**config.mk**
```make
export PLATFORM = sky130hd
export DESIGN_NAME = cssd_top
export DESIGN_NICKNAME = d
export VERILOG_FILES = /design/src/cssd_pkg.sv /design/src/cssd_top.sv
export SDC_FILE = /design/constraint.sdc
export NUM_CORES = 1
export LEC_CHECK = 0
export ABC_AREA = 0
export BUFFER_PORTS_ARGS = -buffer_cell sky130_fd_sc_hd__buf_4
export CORE_MARGIN = 10
export CORE_UTILIZATION = 29
export DETAILED_ROUTE_END_ITERATION = 6
export PLACE_DENSITY = 0.51
export SLEW_MARGIN = 20
export SYNTH_ARGS = -nofsm -noshare
export SYNTH_HDL_FRONTEND = slang
export SYNTH_SLANG_ARGS = --single-unit
export TNS_END_PERCENT = 100
```
**constraint.sdc**
```tcl
create_clock -name clk -period 2.23 [get_ports clk]
set_input_delay 0.446 -clock clk [delete_from_list [all_inputs] [get_ports clk]]
set_output_delay 0.446 -clock clk [all_outputs]
set_load 0.01 [all_outputs]
```
**src/cssd_pkg.sv**
```systemverilog
// Package for the clock source select and divider block.
// Holds register offsets, field positions, encodings and reset values.
// Assumes a plain word-addressed register port with byte addresses.
package cssd_pkg;

    // ****************************************
    // Geometry
    // ****************************************
    localparam int          NUM_CLK   = 4;
    localparam int          NUM_DIV   = 3;
    localparam int          SEL_W     = 4;
    localparam int          DIV_W     = 5;
    localparam int          ADDR_W    = 8;

    // ****************************************
    // Register byte offsets
    // ****************************************
    localparam logic [7:0]  OFF_SENSOR_SEL = 8'h00;
    localparam logic [7:0]  OFF_SENSOR_DIV = 8'h04;
    localparam logic [7:0]  OFF_NIC_SEL    = 8'h08;
    localparam logic [7:0]  OFF_NIC_DIV    = 8'h0C;
    localparam logic [7:0]  OFF_I2C_SEL    = 8'h10;
    localparam logic [7:0]  OFF_I2C_DIV    = 8'h14;
    localparam logic [7:0]  OFF_QSPI_SEL   = 8'h18;

    // ****************************************
    // Field positions
    // ****************************************
    localparam int          SEL_LSB     = 0;
    localparam int          SEL_CUR_LSB = 8;
    localparam int          DIV_LSB     = 0;
    localparam int          DIV_CUR_LSB = 16;

    // ****************************************
    // Source encodings
    // ****************************************
    localparam logic [3:0]  SRC_REF = 4'h1;
    localparam logic [3:0]  SRC_PLL = 4'h2;

    // ****************************************
    // Reset values, channel 0 in the low slice
    // ****************************************
    localparam logic [NUM_CLK-1:0][SEL_W-1:0] SEL_RST = {SRC_REF, SRC_REF, SRC_PLL, SRC_PLL};
    localparam logic [DIV_W-1:0]               DIV_RST_SENSOR = 5'h17;
    localparam logic [DIV_W-1:0]               DIV_RST_NIC    = 5'h07;
    localparam logic [DIV_W-1:0]               DIV_RST_I2C    = 5'h00;
    localparam logic [NUM_CLK-1:0][DIV_W-1:0]  DIV_RST = {5'h00, DIV_RST_I2C, DIV_RST_NIC, DIV_RST_SENSOR};

endpackage : cssd_pkg

```
**src/cssd_top.sv**
```systemverilog
// Clock source select and divider for the sensor, interconnect, I2C and quad SPI clocks.
// Assumes clk is the system PLL clock; the reference clock arrives asynchronously.
// Each output clock is delivered as a one-cycle enable pulse per output period.
//
// The implementer's own choices: the register offsets and strobed register access.
`timescale 1ns/1ps

module cssd_top (
    // Clock and reset
    input  wire logic                       clk,
    input  wire logic                       srst,
    // Reference clock pin
    input  wire logic                       reference_clock_input,
    // Register port
    input  wire logic [cssd_pkg::ADDR_W-1:0] reg_addr,
    input  wire logic [31:0]                reg_wdata,
    input  wire logic                       reg_wr,
    input  wire logic                       reg_rd,
    output logic      [31:0]                reg_rdata,
    // Output clock enables
    output logic                            sensor_clock_en,
    output logic                            mgmt_interconnect_clock_en,
    output logic                            mgmt_i2c_clock_en,
    output logic                            mgmt_quad_spi_clock_en
);
    import cssd_pkg::*;

    // ****************************************
    // Reference clock sampling
    // ****************************************
    logic        ref_meta;
    logic        ref_sync;
    logic        ref_prev;
    logic        ref_rise;

    always_ff @(posedge clk) begin
        ref_meta <= reference_clock_input;
        ref_sync <= ref_meta;
        ref_prev <= ref_sync;
    end

    // Reference runs well below clk; one pulse per reference period
    assign ref_rise = ref_sync & ~ref_prev;

    // ****************************************
    // Register decode
    // ****************************************
    logic [ADDR_W-3:0]         word_idx;
    logic [NUM_CLK-1:0][3:0]   sel_req;
    logic [NUM_CLK-1:0][4:0]   div_req;
    logic [NUM_CLK-1:0][3:0]   sel_cur;
    logic [NUM_CLK-1:0][4:0]   div_cur;
    logic [NUM_CLK-1:0][4:0]   div_cnt;
    logic [NUM_CLK-1:0]        pll_wrap;
    logic [NUM_CLK-1:0]        clk_en;
    logic [31:0]               next_rdata;

    assign word_idx = reg_addr[ADDR_W-1:2];

    // ****************************************
    // Per-clock channels
    // ****************************************
    for (genvar c = 0; c < NUM_CLK; c++) begin : g_chan
        localparam logic [ADDR_W-3:0] SEL_IDX = (ADDR_W-2)'(2 * c);
        localparam logic [ADDR_W-3:0] DIV_IDX = (ADDR_W-2)'(2 * c + 1);

        // Source select field, reserved bits not stored
        always_ff @(posedge clk) begin
            if (srst) begin
                sel_req[c] <= SEL_RST[c];
            end else if (reg_wr && word_idx == SEL_IDX) begin
                sel_req[c] <= reg_wdata[SEL_LSB +: SEL_W];
            end
        end

        // Divider setting; quad SPI divider lives elsewhere and stays at 1
        if (c < NUM_DIV) begin : g_div
            always_ff @(posedge clk) begin
                if (srst) begin
                    div_req[c] <= DIV_RST[c];
                end else if (reg_wr && word_idx == DIV_IDX) begin
                    div_req[c] <= reg_wdata[DIV_LSB +: DIV_W];
                end
            end
        end else begin : g_nodiv
            assign div_req[c] = DIV_RST[c];
        end

        // PLL path counter; wraps after div_cur + 1 cycles
        assign pll_wrap[c] = (div_cnt[c] == div_cur[c]);

        always_ff @(posedge clk) begin
            if (srst) begin
                div_cnt[c] <= 5'h00;
            end else if (pll_wrap[c]) begin
                div_cnt[c] <= 5'h00;
            end else begin
                div_cnt[c] <= div_cnt[c] + 5'h01;
            end
        end

        // New ratio only at a period boundary, so no short pulse gap
        always_ff @(posedge clk) begin
            if (srst) begin
                div_cur[c] <= DIV_RST[c];
            end else if (pll_wrap[c]) begin
                div_cur[c] <= div_req[c];
            end
        end

        // Source change waits for a boundary of the source in use;
        // undefined select codes keep the present source
        always_ff @(posedge clk) begin
            if (srst) begin
                sel_cur[c] <= SEL_RST[c];
            end else if ((sel_req[c] == SRC_REF || sel_req[c] == SRC_PLL)
                         && ((sel_cur[c] == SRC_PLL) ? pll_wrap[c] : ref_rise)) begin
                sel_cur[c] <= sel_req[c];
            end
        end

        // Reference path bypasses the divider entirely
        always_ff @(posedge clk) begin
            if (srst) begin
                clk_en[c] <= 1'b0;
            end else begin
                clk_en[c] <= (sel_cur[c] == SRC_PLL) ? pll_wrap[c] : ref_rise;
            end
        end
    end

    assign sensor_clock_en            = clk_en[0];
    assign mgmt_interconnect_clock_en = clk_en[1];
    assign mgmt_i2c_clock_en          = clk_en[2];
    assign mgmt_quad_spi_clock_en     = clk_en[3];

    // ****************************************
    // Read path
    // ****************************************
    always_comb begin
        next_rdata = 32'h0000_0000;
        for (int i = 0; i < NUM_CLK; i++) begin
            if (word_idx == (ADDR_W-2)'(2 * i)) begin
                next_rdata[SEL_LSB +: SEL_W]     = sel_req[i];
                next_rdata[SEL_CUR_LSB +: SEL_W] = sel_cur[i];
            end
            if (i < NUM_DIV && word_idx == (ADDR_W-2)'(2 * i + 1)) begin
                next_rdata[DIV_LSB +: DIV_W]     = div_req[i];
                next_rdata[DIV_CUR_LSB +: DIV_W] = div_cur[i];
            end
        end
    end

    // Data stand only in the cycle after the strobe
    always_ff @(posedge clk) begin
        if (srst) begin
            reg_rdata <= 32'h0000_0000;
        end else if (reg_rd) begin
            reg_rdata <= next_rdata;
        end else begin
            reg_rdata <= 32'h0000_0000;
        end
    end

    // ****************************************
    // Elaboration checks
    // ****************************************
    if (ADDR_W < 5) begin : g_bad_addr
        $error("Address too narrow for the register map");
    end
endmodule : cssd_top

```
==> results of run 1 <==
how the worst max path moves through the flow:
stage	from	endpoint	depth (start not counted)
after floorplan	reg_addr[5]	reg_rdata[3]$_SDFF_PP0_	5
after global placement	reg_addr[5]	reg_rdata[3]$_SDFF_PP0_	6
after detailed placement	reg_addr[5]	reg_rdata[3]$_SDFF_PP0_	6
after CTS	div_cnt[15]$_SDFF_PP0_	sel_cur[13]$_SDFFE_PP0P_	7
after global routing	div_cnt[15]$_SDFF_PP0_	sel_cur[13]$_SDFFE_PP0P_	7
final	div_cnt[15]$_SDFF_PP0_	sel_cur[13]$_SDFFE_PP0P_	7
through the flow:
| stage | area, um^2 | power (mW) | setup slack, ns | util [%] | instances |
|---|---|---|---|---|---|
| 6_report | 5220 | 3.77 | 0.261 | 34.5 | 697 |
| 5_1_grt | 5220 | 3.90 | 0.0775 | 34.5 | 697 |
| 4_1_cts | 5220 | 3.82 | 0.208 | 34.5 | 697 |
| 3_5_place_dp | 4900 | 2.12 | 0.170 | 32.4 | 682 |
| 3_3_place_gp | 4900 | 2.11 | 0.161 | 32.4 | 682 |
| 2_1_floorplan | 4510 | 2.06 | 0.378 | - | 486 |
placed cells by master (no fill, tap or decap), types with 4 or more instances in the layout:
| cell type | count |
|---|---|
| and2_1 | 5 |
| conb_1 | 18 |
| nor2_1 | 36 |
| o21ai_0 | 10 |
| o21ai_1 | 4 |
| nor2b_1 | 5 |
| mux2_2 | 7 |
| nand3_1 | 24 |
| nand2_1 | 46 |
| xnor2_1 | 19 |
| xor2_1 | 11 |
| a21oi_1 | 26 |
| dfxtp_1 | 103 |
| clkbuf_16 | 9 |
| a22oi_1 | 11 |
| mux2i_1 | 23 |
| ha_1 | 5 |
| a211o_1 | 6 |
| inv_1 | 8 |
| mux4_2 | 4 |
| buf_4 | 50 |
| nor3_1 | 17 |
| nor3b_1 | 10 |
| o211ai_1 | 6 |
flip-flops by register name (all words and copies together) (netlist names):
register	count
ref_prev	1
ref_meta	1
reg_rdata	14
mgmt_quad_spi_clock_en	1
div_cnt	20
ref_sync	1
mgmt_interconnect_clock_en	1
div_req	15
sel_req	16
div_cur	15
mgmt_i2c_clock_en	1
sel_cur	16
sensor_clock_en	1
worst max-delay path: stages (launching register included):
cell and delay, ns:
dfxtp_1 0.34, inv_1 0.06, ha_1 0.13, nor4b_2 0.42, mux2i_1 0.21, nor4_2 0.42
mux2i_1 0.23, nor2_1 0.05
layer usage:
layer	up-vias	global-route usage (%)	wire, um
li1	1670	-	-
met1	1588	13.7	5160
met2	59	16.5	4990
met3	12	2.90	486
met4	0	3.22	140
met5	-	0	0
power by group:
group / switching (mW) / leakage, nW / internal, mW
Sequential: 0.0155 / 0.833 / 1.86
Combinational: 0.123 / 0.970 / 0.0780
Clock: 0.682 / 0.149 / 1.01
cell families (layout without fill, tap and decap cells):
logic type / after synthesis / in the layout / synth area share, %
buffers and inverters: 52 / 75 / 6.16
DFF: 103 / 103 / 46.3
muxes: 37 / 37 / 9.73
and+or+nand+nor: 168 / 168 / 19.9
xor gates and xnor gates: 30 / 30 / 5.90
adders and majority gates: 5 / 5 / 1.41
AOI/OAI and AO/OA: 73 / 73 / 10.5
other: 1 / 18 / 0.0843
cell type report:
class | instances | area (um^2) | share of cell area [%]
clock inverter | 3 | 67.6 | 1.29
timing repair buffer | 51 | 395 | 7.58
tap | 188 | 235 | 4.51
inverter | 9 | 33.8 | 0.647
sequential | 103 | 2060 | 39.5
clock buffer | 12 | 246 | 4.72
multi-input combinational | 331 | 2180 | 41.7
==> metrics.log, run 1 <==
INFO  metric grt_use_total = between 10% and 20%
INFO  metric cap_viol_max_count = 0
INFO  metric route.vias.total = 3329
INFO  metric synth.avg_cell_area = around 9.5 um^2
INFO  metric route.antenna.remaining_nets = 0
INFO  metric placement_rows = 45
INFO  metric total_leakage_power = a little under 2 nW
INFO  metric yosys_warnings = 0
INFO  metric finalSetupViolations = 0
INFO  metric synth-async-reset-ratio = 0%
INFO  metric final_hold_viol_count = 0
INFO  metric post-cts-setup-buffer-count = 0
INFO  metric hold_depth = 1
INFO  metric drive_above_1_share = roughly 17%
INFO  metric largest_net_degree_at_the_start_of_global_routing = between 60 and 70
INFO  metric yosys.area.top_type_share = roughly 46%
INFO  metric crit-reg2reg-capture = sel_cur[13]$_SDFFE_PP0P_
INFO  metric critPathRequiredTime = approximately 2.5 ns
INFO  metric floorplan.initialDensity = roughly 30%
INFO  metric htreeDepth = 3
INFO  metric globalplace.congestion = between 0.7 and 0.8
INFO  metric worst_slew_pin_slew = 0.538 ns
INFO  metric fin_skew = 0.00914 ns
INFO  metric ir_worst_vdd = around 380 uV
INFO  metric hold_slack = about 0.20 ns
INFO  metric die-area = 20700 um^2
INFO  metric detail_route.drc_violations = 0
INFO  metric n_fill_cell = between 1500 and 2000
INFO  metric clock_sinks = slightly above 100
INFO  metric grt_setup_unrepaired = false
INFO  metric synthTopCellsByArea = dfxtp_1 46%, mux2i_1 5.2%, nand2_1 3.9%
INFO  metric finalWorstPathRequiredPeriod = 1.97 ns
INFO  metric power_density = slightly above 700 nW/um^2
INFO  metric ys_seq_area_share = between 40% and 50%
INFO  metric first_global_vias = around 3300
INFO  metric first_pass_iters = 4
INFO  metric timing.fmax = 508 MHz
INFO  metric crit_path_max_fanout = 4
INFO  metric slew_headroom = a little under two thirds
INFO  metric number_of_port_buffers = 33
INFO  metric yosys.cell_types.count = 50
INFO  metric startpoint_type = register
INFO  metric avgViaCountPerCell = approximately 4.8
INFO  metric hold_path_end = ref_meta$_DFF_P_
INFO  metric initial_antenna_violation_count = 0
INFO  metric wl_per_cell = 15.5 um
INFO  metric finalNetCount = ~560
INFO  metric ctsResizeCount = 0
INFO  metric worst_r2r_startpoint = div_cnt[15]$_SDFF_PP0_
INFO  metric syn2layout_area_growth = 17.3%
INFO  metric core_region_area = between 15000 and 20000 um^2
INFO  metric outcome = finished, final reports clean
INFO  metric grt_overflow_total = 0
INFO  metric post-dp-hpwl = 7860 um
INFO  metric most_used_dff_post_synth = dfxtp_1
INFO  metric fin_setup_tns = 0 ns
INFO  metric maxSlewViolCount = 0
INFO  metric post_cts_hold_buffer_count = 0
INFO  metric wire_length_of_the_first_global_routing_pass = about 17000 um
INFO  metric post-route-period-util = roughly nine tenths
INFO  metric setup.reg_to_reg.worst_slack = 0.26 ns
INFO  metric synth_area_leader_cell = dfxtp_1
INFO  metric min-delay-path-class = in2reg
INFO  metric crit_path_end_kind = register
INFO  metric numCtsBuffers = 9
INFO  metric worst_skew_pair.late_latency = ~0.35 ns
INFO  metric cell_area_after_technology_mapping = 4450 um^2
INFO  metric rr_worst_depth = 7
INFO  metric hold_path_startpoint = reference_clock_input
INFO  metric synthCells = 469
INFO  metric most_instantiated_library_cell_after_synthesis = dfxtp_1
INFO  metric clk_pin_slew_worst_paths = 0.07 ns
INFO  metric finalWirelength = 10800 um
INFO  metric fp.dieH = ~140 um
INFO  metric crit_type = reg2reg
INFO  metric ys_seq_elements = 103
INFO  metric commonest_cells_in_the_netlist = 103 x dfxtp_1, 46 x nand2_1, 36 x nor2_1
INFO  metric clock_path_buffers = 2
INFO  metric clk_root_buffer_cell = clkbuf_16
INFO  metric num_antenna_cells = 0
INFO  metric synth-edff-count = 0
INFO  metric tritoncts = built
INFO  metric floorplan.die.width = around 140 um
INFO  metric num_io_pins = slightly above 80
INFO  metric detail_route.iter0.violations = 200
INFO  metric critical_path_arrival = 2.20 ns
No activity file was read; power rests on OpenSTA's default activity.
==> inputs of run 2 (changes only) <==
--- a/config.mk
+++ b/config.mk
@@ -10,6 +10,7 @@
 export CORE_MARGIN = 10
 export CORE_UTILIZATION = 29
 export DETAILED_ROUTE_END_ITERATION = 6
+export GPL_TIMING_DRIVEN = 0
 export PLACE_DENSITY = 0.51
 export SLEW_MARGIN = 20
 export SYNTH_ARGS = -nofsm -noshare
==> run 2 against run 1 <==
  * Cell area increased by 1.6%
  * Power rose by 0.17%
  * Critical path depth shrank 2
  * Setup slack worse by 0.028 ns
  * Largest cell class unchanged
  * Highest routed layer unchanged
==> metrics.log, run 2 (synthesis results as in run 1) <==
INFO  metric outcome = finished, final reports clean
INFO  metric clock_path_buffers = 2
INFO  metric finalNetCount = ~580
INFO  metric min-delay-path-class = in2reg
INFO  metric num_io_pins = 81
INFO  metric startpoint_type = register
INFO  metric crit_path_end_kind = register
INFO  metric post-route-period-util = between 80% and 90%
INFO  metric grt_overflow_total = 0
INFO  metric core_region_area = 15100 um^2
INFO  metric setup.reg_to_reg.worst_slack = around 0.23 ns
INFO  metric largest_net_degree_at_the_start_of_global_routing = 16
INFO  metric crit_type = reg2reg
INFO  metric die-area = 20700 um^2
INFO  metric clk_pin_slew_worst_paths = approximately 0.070 ns
INFO  metric timing.fmax = roughly 500 MHz
INFO  metric final_cell_area_excluding_filler_cells = 5300 um^2
INFO  metric cap_viol_max_count = 0
INFO  metric rr_worst_depth = 5
INFO  metric finalSetupViolations = 0
INFO  metric total_leakage_power = about 2.0 nW
INFO  metric finalWorstPathRequiredPeriod = 2.00 ns
INFO  metric grt_setup_unrepaired = false
INFO  metric placement_rows = between 40 and 50
INFO  metric post-place-ws = -0.00545 ns
INFO  metric power_density = 711 nW/um^2
INFO  metric route.vias.total = 3483
INFO  metric initial_antenna_violation_count = 0
INFO  metric drive_above_1_share = approximately 17%
INFO  metric n_fill_cell = 1540
INFO  metric fin_ws = approximately 0.23 ns
INFO  metric number_of_port_buffers = 30
INFO  metric globalplace.congestion = roughly 0.84
INFO  metric finalWirelength = 11600 um
INFO  metric maxSlewViolCount = 0
INFO  metric critPathRequiredTime = about 2.4 ns
INFO  metric clk_root_buffer_cell = clkbuf_16
INFO  metric detail_route.drc_violations = 0
INFO  metric htreeDepth = 3
INFO  metric largest_register = div_cnt
INFO  metric postPlaceCellArea = 4970 um^2
INFO  metric top_regs = div_cnt (20), sel_cur (16), sel_req (16)
INFO  metric hold_path_end = ref_meta$_DFF_P_
INFO  metric crit_path_max_fanout = 4
INFO  metric crit-reg2reg-capture = sel_cur[1]$_SDFFE_PP1P_
INFO  metric largest_register_ff_count = 20
INFO  metric first_pass_iters = 4
INFO  metric route.antenna.remaining_nets = 0
INFO  metric post-dp-hpwl = about 8800 um
INFO  metric clock_sinks = between 100 and 150
INFO  metric slew_headroom = between 50% and 60%
INFO  metric most_used_cells_in_the_layout_excluding_fill_and_tap_cells = 103 x dfxtp_1, 48 x buf_4, 46 x nand2_1
INFO  metric syn2layout_area_growth = 19.2%
INFO  metric num_antenna_cells = 0
INFO  metric layout_commonest_cell = dfxtp_1
INFO  metric worst_slew_pin_slew = between 0.7 and 0.8 ns
INFO  metric fin_setup_tns = 0 ns
INFO  metric ir_worst_vdd = ~360 uV
INFO  metric post_cts_hold_buffer_count = 0
INFO  metric floorplan.die.width = approximately 140 um
INFO  metric tritoncts = built
INFO  metric final_core_utilization = about a third
INFO  metric fin_skew = about 0.0095 ns
INFO  metric wl_per_cell = between 15 and 20 um
INFO  metric fp.dieH = around 140 um
INFO  metric wire_length_of_the_first_global_routing_pass = around 18000 um
INFO  metric floorplan.initialDensity = roughly 29%
INFO  metric worst_r2r_startpoint = sel_cur[3]$_SDFFE_PP0P_
INFO  metric hold_path_startpoint = reference_clock_input
INFO  metric numCtsBuffers = 9
INFO  metric first_global_vias = around 3400
INFO  metric grt_use_total = 11.5%
INFO  metric detail_route.iter0.violations = roughly 290
INFO  metric avgViaCountPerCell = slightly below 5
INFO  metric critical_path_arrival = approximately 2.2 ns
INFO  metric worst_skew_pair.late_latency = 0.34 ns
INFO  metric final_hold_viol_count = 0
INFO  metric hold_depth = 1
run 2: worst max-delay path: stages (launching register included):
cell,delay (ns)
dfxtp_1,0.33
nor4b_1,0.65
nand4_1,0.17
o22ai_1,0.41
mux2i_1,0.24
nand2_1,0.06
run 2: worst max path at each step:
| stage | from | cells past startpoint | to | slack (ns) |
|---|---|---|---|---|
| floorplan | reg_addr[5] | 5 | reg_rdata[3]$_SDFF_PP0_ | 0.38 |
| global placement | reg_addr[3] | 6 | reg_rdata[10]$_SDFF_PP0_ | 0.02 |
| detailed placement | reg_addr[5] | 7 | div_req[8]$_SDFFE_PP0P_ | -0.005 |
| CTS | div_cnt[15]$_SDFF_PP0_ | 7 | sel_cur[13]$_SDFFE_PP0P_ | 0.1 |
| global route | div_cnt[15]$_SDFF_PP0_ | 7 | sel_cur[13]$_SDFFE_PP0P_ | 0.09 |
| finish | sel_cur[3]$_SDFFE_PP0P_ | 5 | sel_cur[1]$_SDFFE_PP1P_ | 0.23 |
run 2: layout make-up:
cell class | instances | area, um^2 | area share (%)
clock inverter | 3 | 67.6 | 1.27
multi-input combinational | 331 | 2190 | 41.4
buffer | 43 | 240 | 4.53
timing repair buffer | 30 | 225 | 4.25
sequential | 103 | 2060 | 38.9
inverter | 9 | 33.8 | 0.637
clock buffer | 12 | 246 | 4.65
tap | 188 | 235 | 4.44
run 2: metal layers:
| layer | share of wire, % | routed length (um) | GRT usage [%] | vias to the layer above |
|---|---|---|---|---|
| met3 | 4.7 | 542 | 2.84 | 13 |
| met4 | 1.4 | 160 | 3.28 | 0 |
| met5 | 0 | 0 | 0 | - |
| li1 | - | - | - | 1725 |
| met2 | 48 | 5550 | 19.0 | 86 |
| met1 | 46 | 5390 | 14.3 | 1659 |
run 2: power breakdown:
group | switching, mW | internal, mW
Sequential | 0.0165 | 1.86
Combinational | 0.136 | 0.0880
Clock | 0.665 | 1.01
run 2: repair_timing:
action / in CTS / in global routing
setup endpoints to repair: 0 / 5
gates resized for setup: 0 / 2
setup buffers: 0 / 0
run 2: through the flow:
| stage | hold slack [ns] | power (mW) | instances |
|---|---|---|---|
| floorplan | 0.310 | 2.06 | 486 |
| global placement | 0.313 | 2.14 | 704 |
| detailed placement | 0.323 | 2.14 | 704 |
| CTS | 0.192 | 3.82 | 719 |
| global route | 0.193 | 3.91 | 719 |
| finish | 0.202 | 3.77 | 719 |
==> inputs of run 3 (changes only) <==
--- a/config.mk
+++ b/config.mk
@@ -5,12 +5,12 @@
 export SDC_FILE = /design/constraint.sdc
 export NUM_CORES = 1
 export LEC_CHECK = 0
-export ABC_AREA = 0
+export ABC_AREA = 1
 export BUFFER_PORTS_ARGS = -buffer_cell sky130_fd_sc_hd__buf_4
 export CORE_MARGIN = 10
 export CORE_UTILIZATION = 29
 export DETAILED_ROUTE_END_ITERATION = 6
-export GPL_TIMING_DRIVEN = 0
+export GPL_TIMING_DRIVEN = 1
 export PLACE_DENSITY = 0.51
 export SLEW_MARGIN = 20
 export SYNTH_ARGS = -nofsm -noshare
==> run 3 against run 2 <==
  * Sequential cell count unchanged
  * Hold slack worse by 0.0072 ns
  * Utilization down 0.64 points
  * Largest cell class unchanged
==> metrics.log, run 3 <==
INFO  metric fp.dieH = 146 um
INFO  metric post_cts_hold_buffer_count = 0
INFO  metric clk_root_buffer_cell = clkbuf_16
INFO  metric clk_pin_slew_worst_paths = 0.07 ns
INFO  metric num_io_pins = just over 80
INFO  metric floorplan.die.width = 146 um
INFO  metric final_cell_area_excluding_filler_cells = 5290 um^2
INFO  metric min-delay-path-class = in2reg
INFO  metric syn2layout_area_growth = 15.2%
INFO  metric detail_route.iter0.violations = 214
INFO  metric synth_area_leader_cell = dfxtp_1
INFO  metric wire_length_of_the_first_global_routing_pass = 17600 um
INFO  metric crit_type = reg2reg
INFO  metric route.antenna.remaining_nets = 0
INFO  metric commonest_cells_in_the_netlist = 117 x nand2_1, 103 x dfxtp_1, 89 x nor2_1
INFO  metric floorplan.initialDensity = 29.8%
INFO  metric crit_path_max_fanout = 12
INFO  metric clock_path_buffers = 2
INFO  metric fin_skew = ~0.0043 ns
INFO  metric startpoint_type = register
INFO  metric power_density = approximately 760 nW/um^2
INFO  metric setup.reg_to_reg.worst_slack = 0.50 ns
INFO  metric power = 3.99 mW
INFO  metric fin_setup_tns = 0 ns
INFO  metric finalWirelength = about 11000 um
INFO  metric most_used_dff_post_synth = dfxtp_1
INFO  metric maxSlewViolCount = 0
INFO  metric critical_path_arrival = a little over 2 ns
INFO  metric most_used_cells_in_the_layout_excluding_fill_and_tap_cells = 117 x nand2_1, 103 x dfxtp_1, 89 x nor2_1
INFO  metric finalWorstPathRequiredPeriod = 1.73 ns
INFO  metric avgViaCountPerCell = 4.37
INFO  metric yosys.cell_types.count = 35
INFO  metric post-route-period-util = about 78%
INFO  metric first_global_vias = 3667
INFO  metric worst_skew_pair.late_latency = between 0.3 and 0.4 ns
INFO  metric critPathRequiredTime = ~2.5 ns
INFO  metric synthCells = 617
INFO  metric ys_seq_area_share = between 40 and 50%
INFO  metric globalplace.congestion = about 0.83
INFO  metric route.vias.total = between 3000 and 4000
INFO  metric numCtsBuffers = 9
INFO  metric crit_path_end_kind = register
INFO  metric placement_rows = 45
INFO  metric synthTopCellsByArea = dfxtp_1 45%, nand2_1 9.6%, nor2_1 7.3%
INFO  metric number_of_port_buffers = 33
INFO  metric finalSetupViolations = 0
INFO  metric ctsResizeCount = 0
INFO  metric grt_setup_unrepaired = false
INFO  metric largest_net_degree_at_the_start_of_global_routing = 33
INFO  metric htreeDepth = 3
INFO  metric ys_seq_elements = a little over 100
INFO  metric fin_ws = around 0.5 ns
INFO  metric synth-async-reset-ratio = 0%
INFO  metric post-dp-hpwl = 8200 um
INFO  metric tritoncts = built
INFO  metric worst_slew_pin_slew = 0.499 ns
INFO  metric yosys_warnings = 0
INFO  metric cap_viol_max_count = 0
INFO  metric die-area = approximately 21000 um^2
INFO  metric yosys.area.top_type_share = between 40 and 50%
INFO  metric detail_route.drc_violations = 0
INFO  metric slew_headroom = around two thirds
INFO  metric clock_sinks = between 100 and 150
INFO  metric timing.fmax = roughly 580 MHz
INFO  metric layout.area.seq = ~2100 um^2
INFO  metric first_pass_iters = 4
INFO  metric largest_register = div_cnt
INFO  metric postPlaceCellArea = around 5000 um^2
INFO  metric drive_above_1_share = between 10 and 15%
INFO  metric wl_per_cell = approximately 12 um
INFO  metric ir_worst_vdd = around 500 uV
INFO  metric initial_antenna_violation_count = 0
INFO  metric n_fill_cell = 1651
INFO  metric synth.avg_cell_area = 7.44 um^2
INFO  metric outcome = finished, final reports clean
INFO  metric finalNetCount = slightly above 700
INFO  metric final_hold_viol_count = 0
INFO  metric synth-edff-count = 0
INFO  metric most_instantiated_library_cell_after_synthesis = nand2_1
INFO  metric grt_overflow_total = 0
INFO  metric post-place-ws = 0.515 ns
INFO  metric largest_register_ff_count = 20
INFO  metric core_region_area = 15400 um^2
INFO  metric post-cts-setup-buffer-count = 0
INFO  metric top_regs = div_cnt (20), sel_cur (16), sel_req (16)
INFO  metric total_leakage_power = 2.47 nW
INFO  metric grt_use_total = 10.1%
INFO  metric num_antenna_cells = 0
INFO  metric multi_input_comb_area = about 2100 um^2
INFO  metric layout_commonest_cell = nand2_1
INFO  metric cell_area_after_technology_mapping = approximately 4600 um^2
==> run 3: worst max-delay path, cell delays in order (launching register included) <==
cell     delay [ns]
dfxtp_1        0.41
inv_1          0.06
nand2_1        0.05
nand2_1        0.05
nor2_1         0.09
nand3_1        0.37
nand2_1        0.25
nand3_1        0.16
nand2_1        0.10
inv_1          0.04
nor2_1         0.08
==> run 3: per-stage QoR <==
step | utilization [%] | cells | hold slack [ns]
after global placement | 32.6 | 854 | 0.315
after CTS | 34.4 | 870 | 0.176
final | 34.4 | 870 | 0.195
after detailed placement | 32.6 | 854 | 0.320
after floorplan | - | 634 | 0.310
after global routing | 34.4 | 870 | 0.177
==> run 3: layer usage <==
layer / up-vias / GRT usage (%) / part of all wire, %
met4: 0 / 4.30 / 1.8
met3: 22 / 3.54 / 4.7
li1: 1997 / - / -
met2: 65 / 16.4 / 47
met1: 1718 / 12.0 / 46
met5: - / 0 / 0
==> run 3: area by class of cell <==
class | instances | share of cell area [%]
repair buffers | 35 | 4.97
inverters | 93 | 6.77
clock inverters | 6 | 0.687
multi-input cells | 412 | 39.0
well taps | 211 | 5.00
clock buffers | 10 | 4.52
flip-flops and latches | 103 | 39.0
==> run 3: cell families (layout without fill, tap and decap cells) <==
| family | Yosys count | in the layout | share of synthesized area, % |
|---|---|---|---|
| AO/OA/AOI/OAI | 97 | 97 | 11.3 |
| XOR/XNOR | 8 | 8 | 1.53 |
| flip-flops | 103 | 103 | 44.9 |
| other | 1 | 18 | 0.0817 |
| adder cells (fa/ha/maj) | 5 | 5 | 1.36 |
| AND/OR/NAND/NOR | 284 | 284 | 29.3 |
| buffers and inverters | 119 | 144 | 11.5 |
==> run 3: worst paths after layout <==
path | start | endpoint | cells past startpoint
worst max-delay path | div_cnt[10]$_SDFF_PP0_ | sel_cur[9]$_SDFFE_PP0P_ | 10
worst min-delay path | reference_clock_input | ref_meta$_DFF_P_ | 1
worst max register to register | div_cnt[10]$_SDFF_PP0_ | sel_cur[9]$_SDFFE_PP0P_ | 10
worst min register to register | ref_meta$_DFF_P_ | ref_sync$_DFF_P_ | 0
==> run 3: report_power, final <==
group / switching (mW) / internal (mW) / leakage [nW]
Clock: 0.681 / 0.781 / 0.138
Sequential: 0.0594 / 1.93 / 0.836
Combinational: 0.370 / 0.175 / 1.49
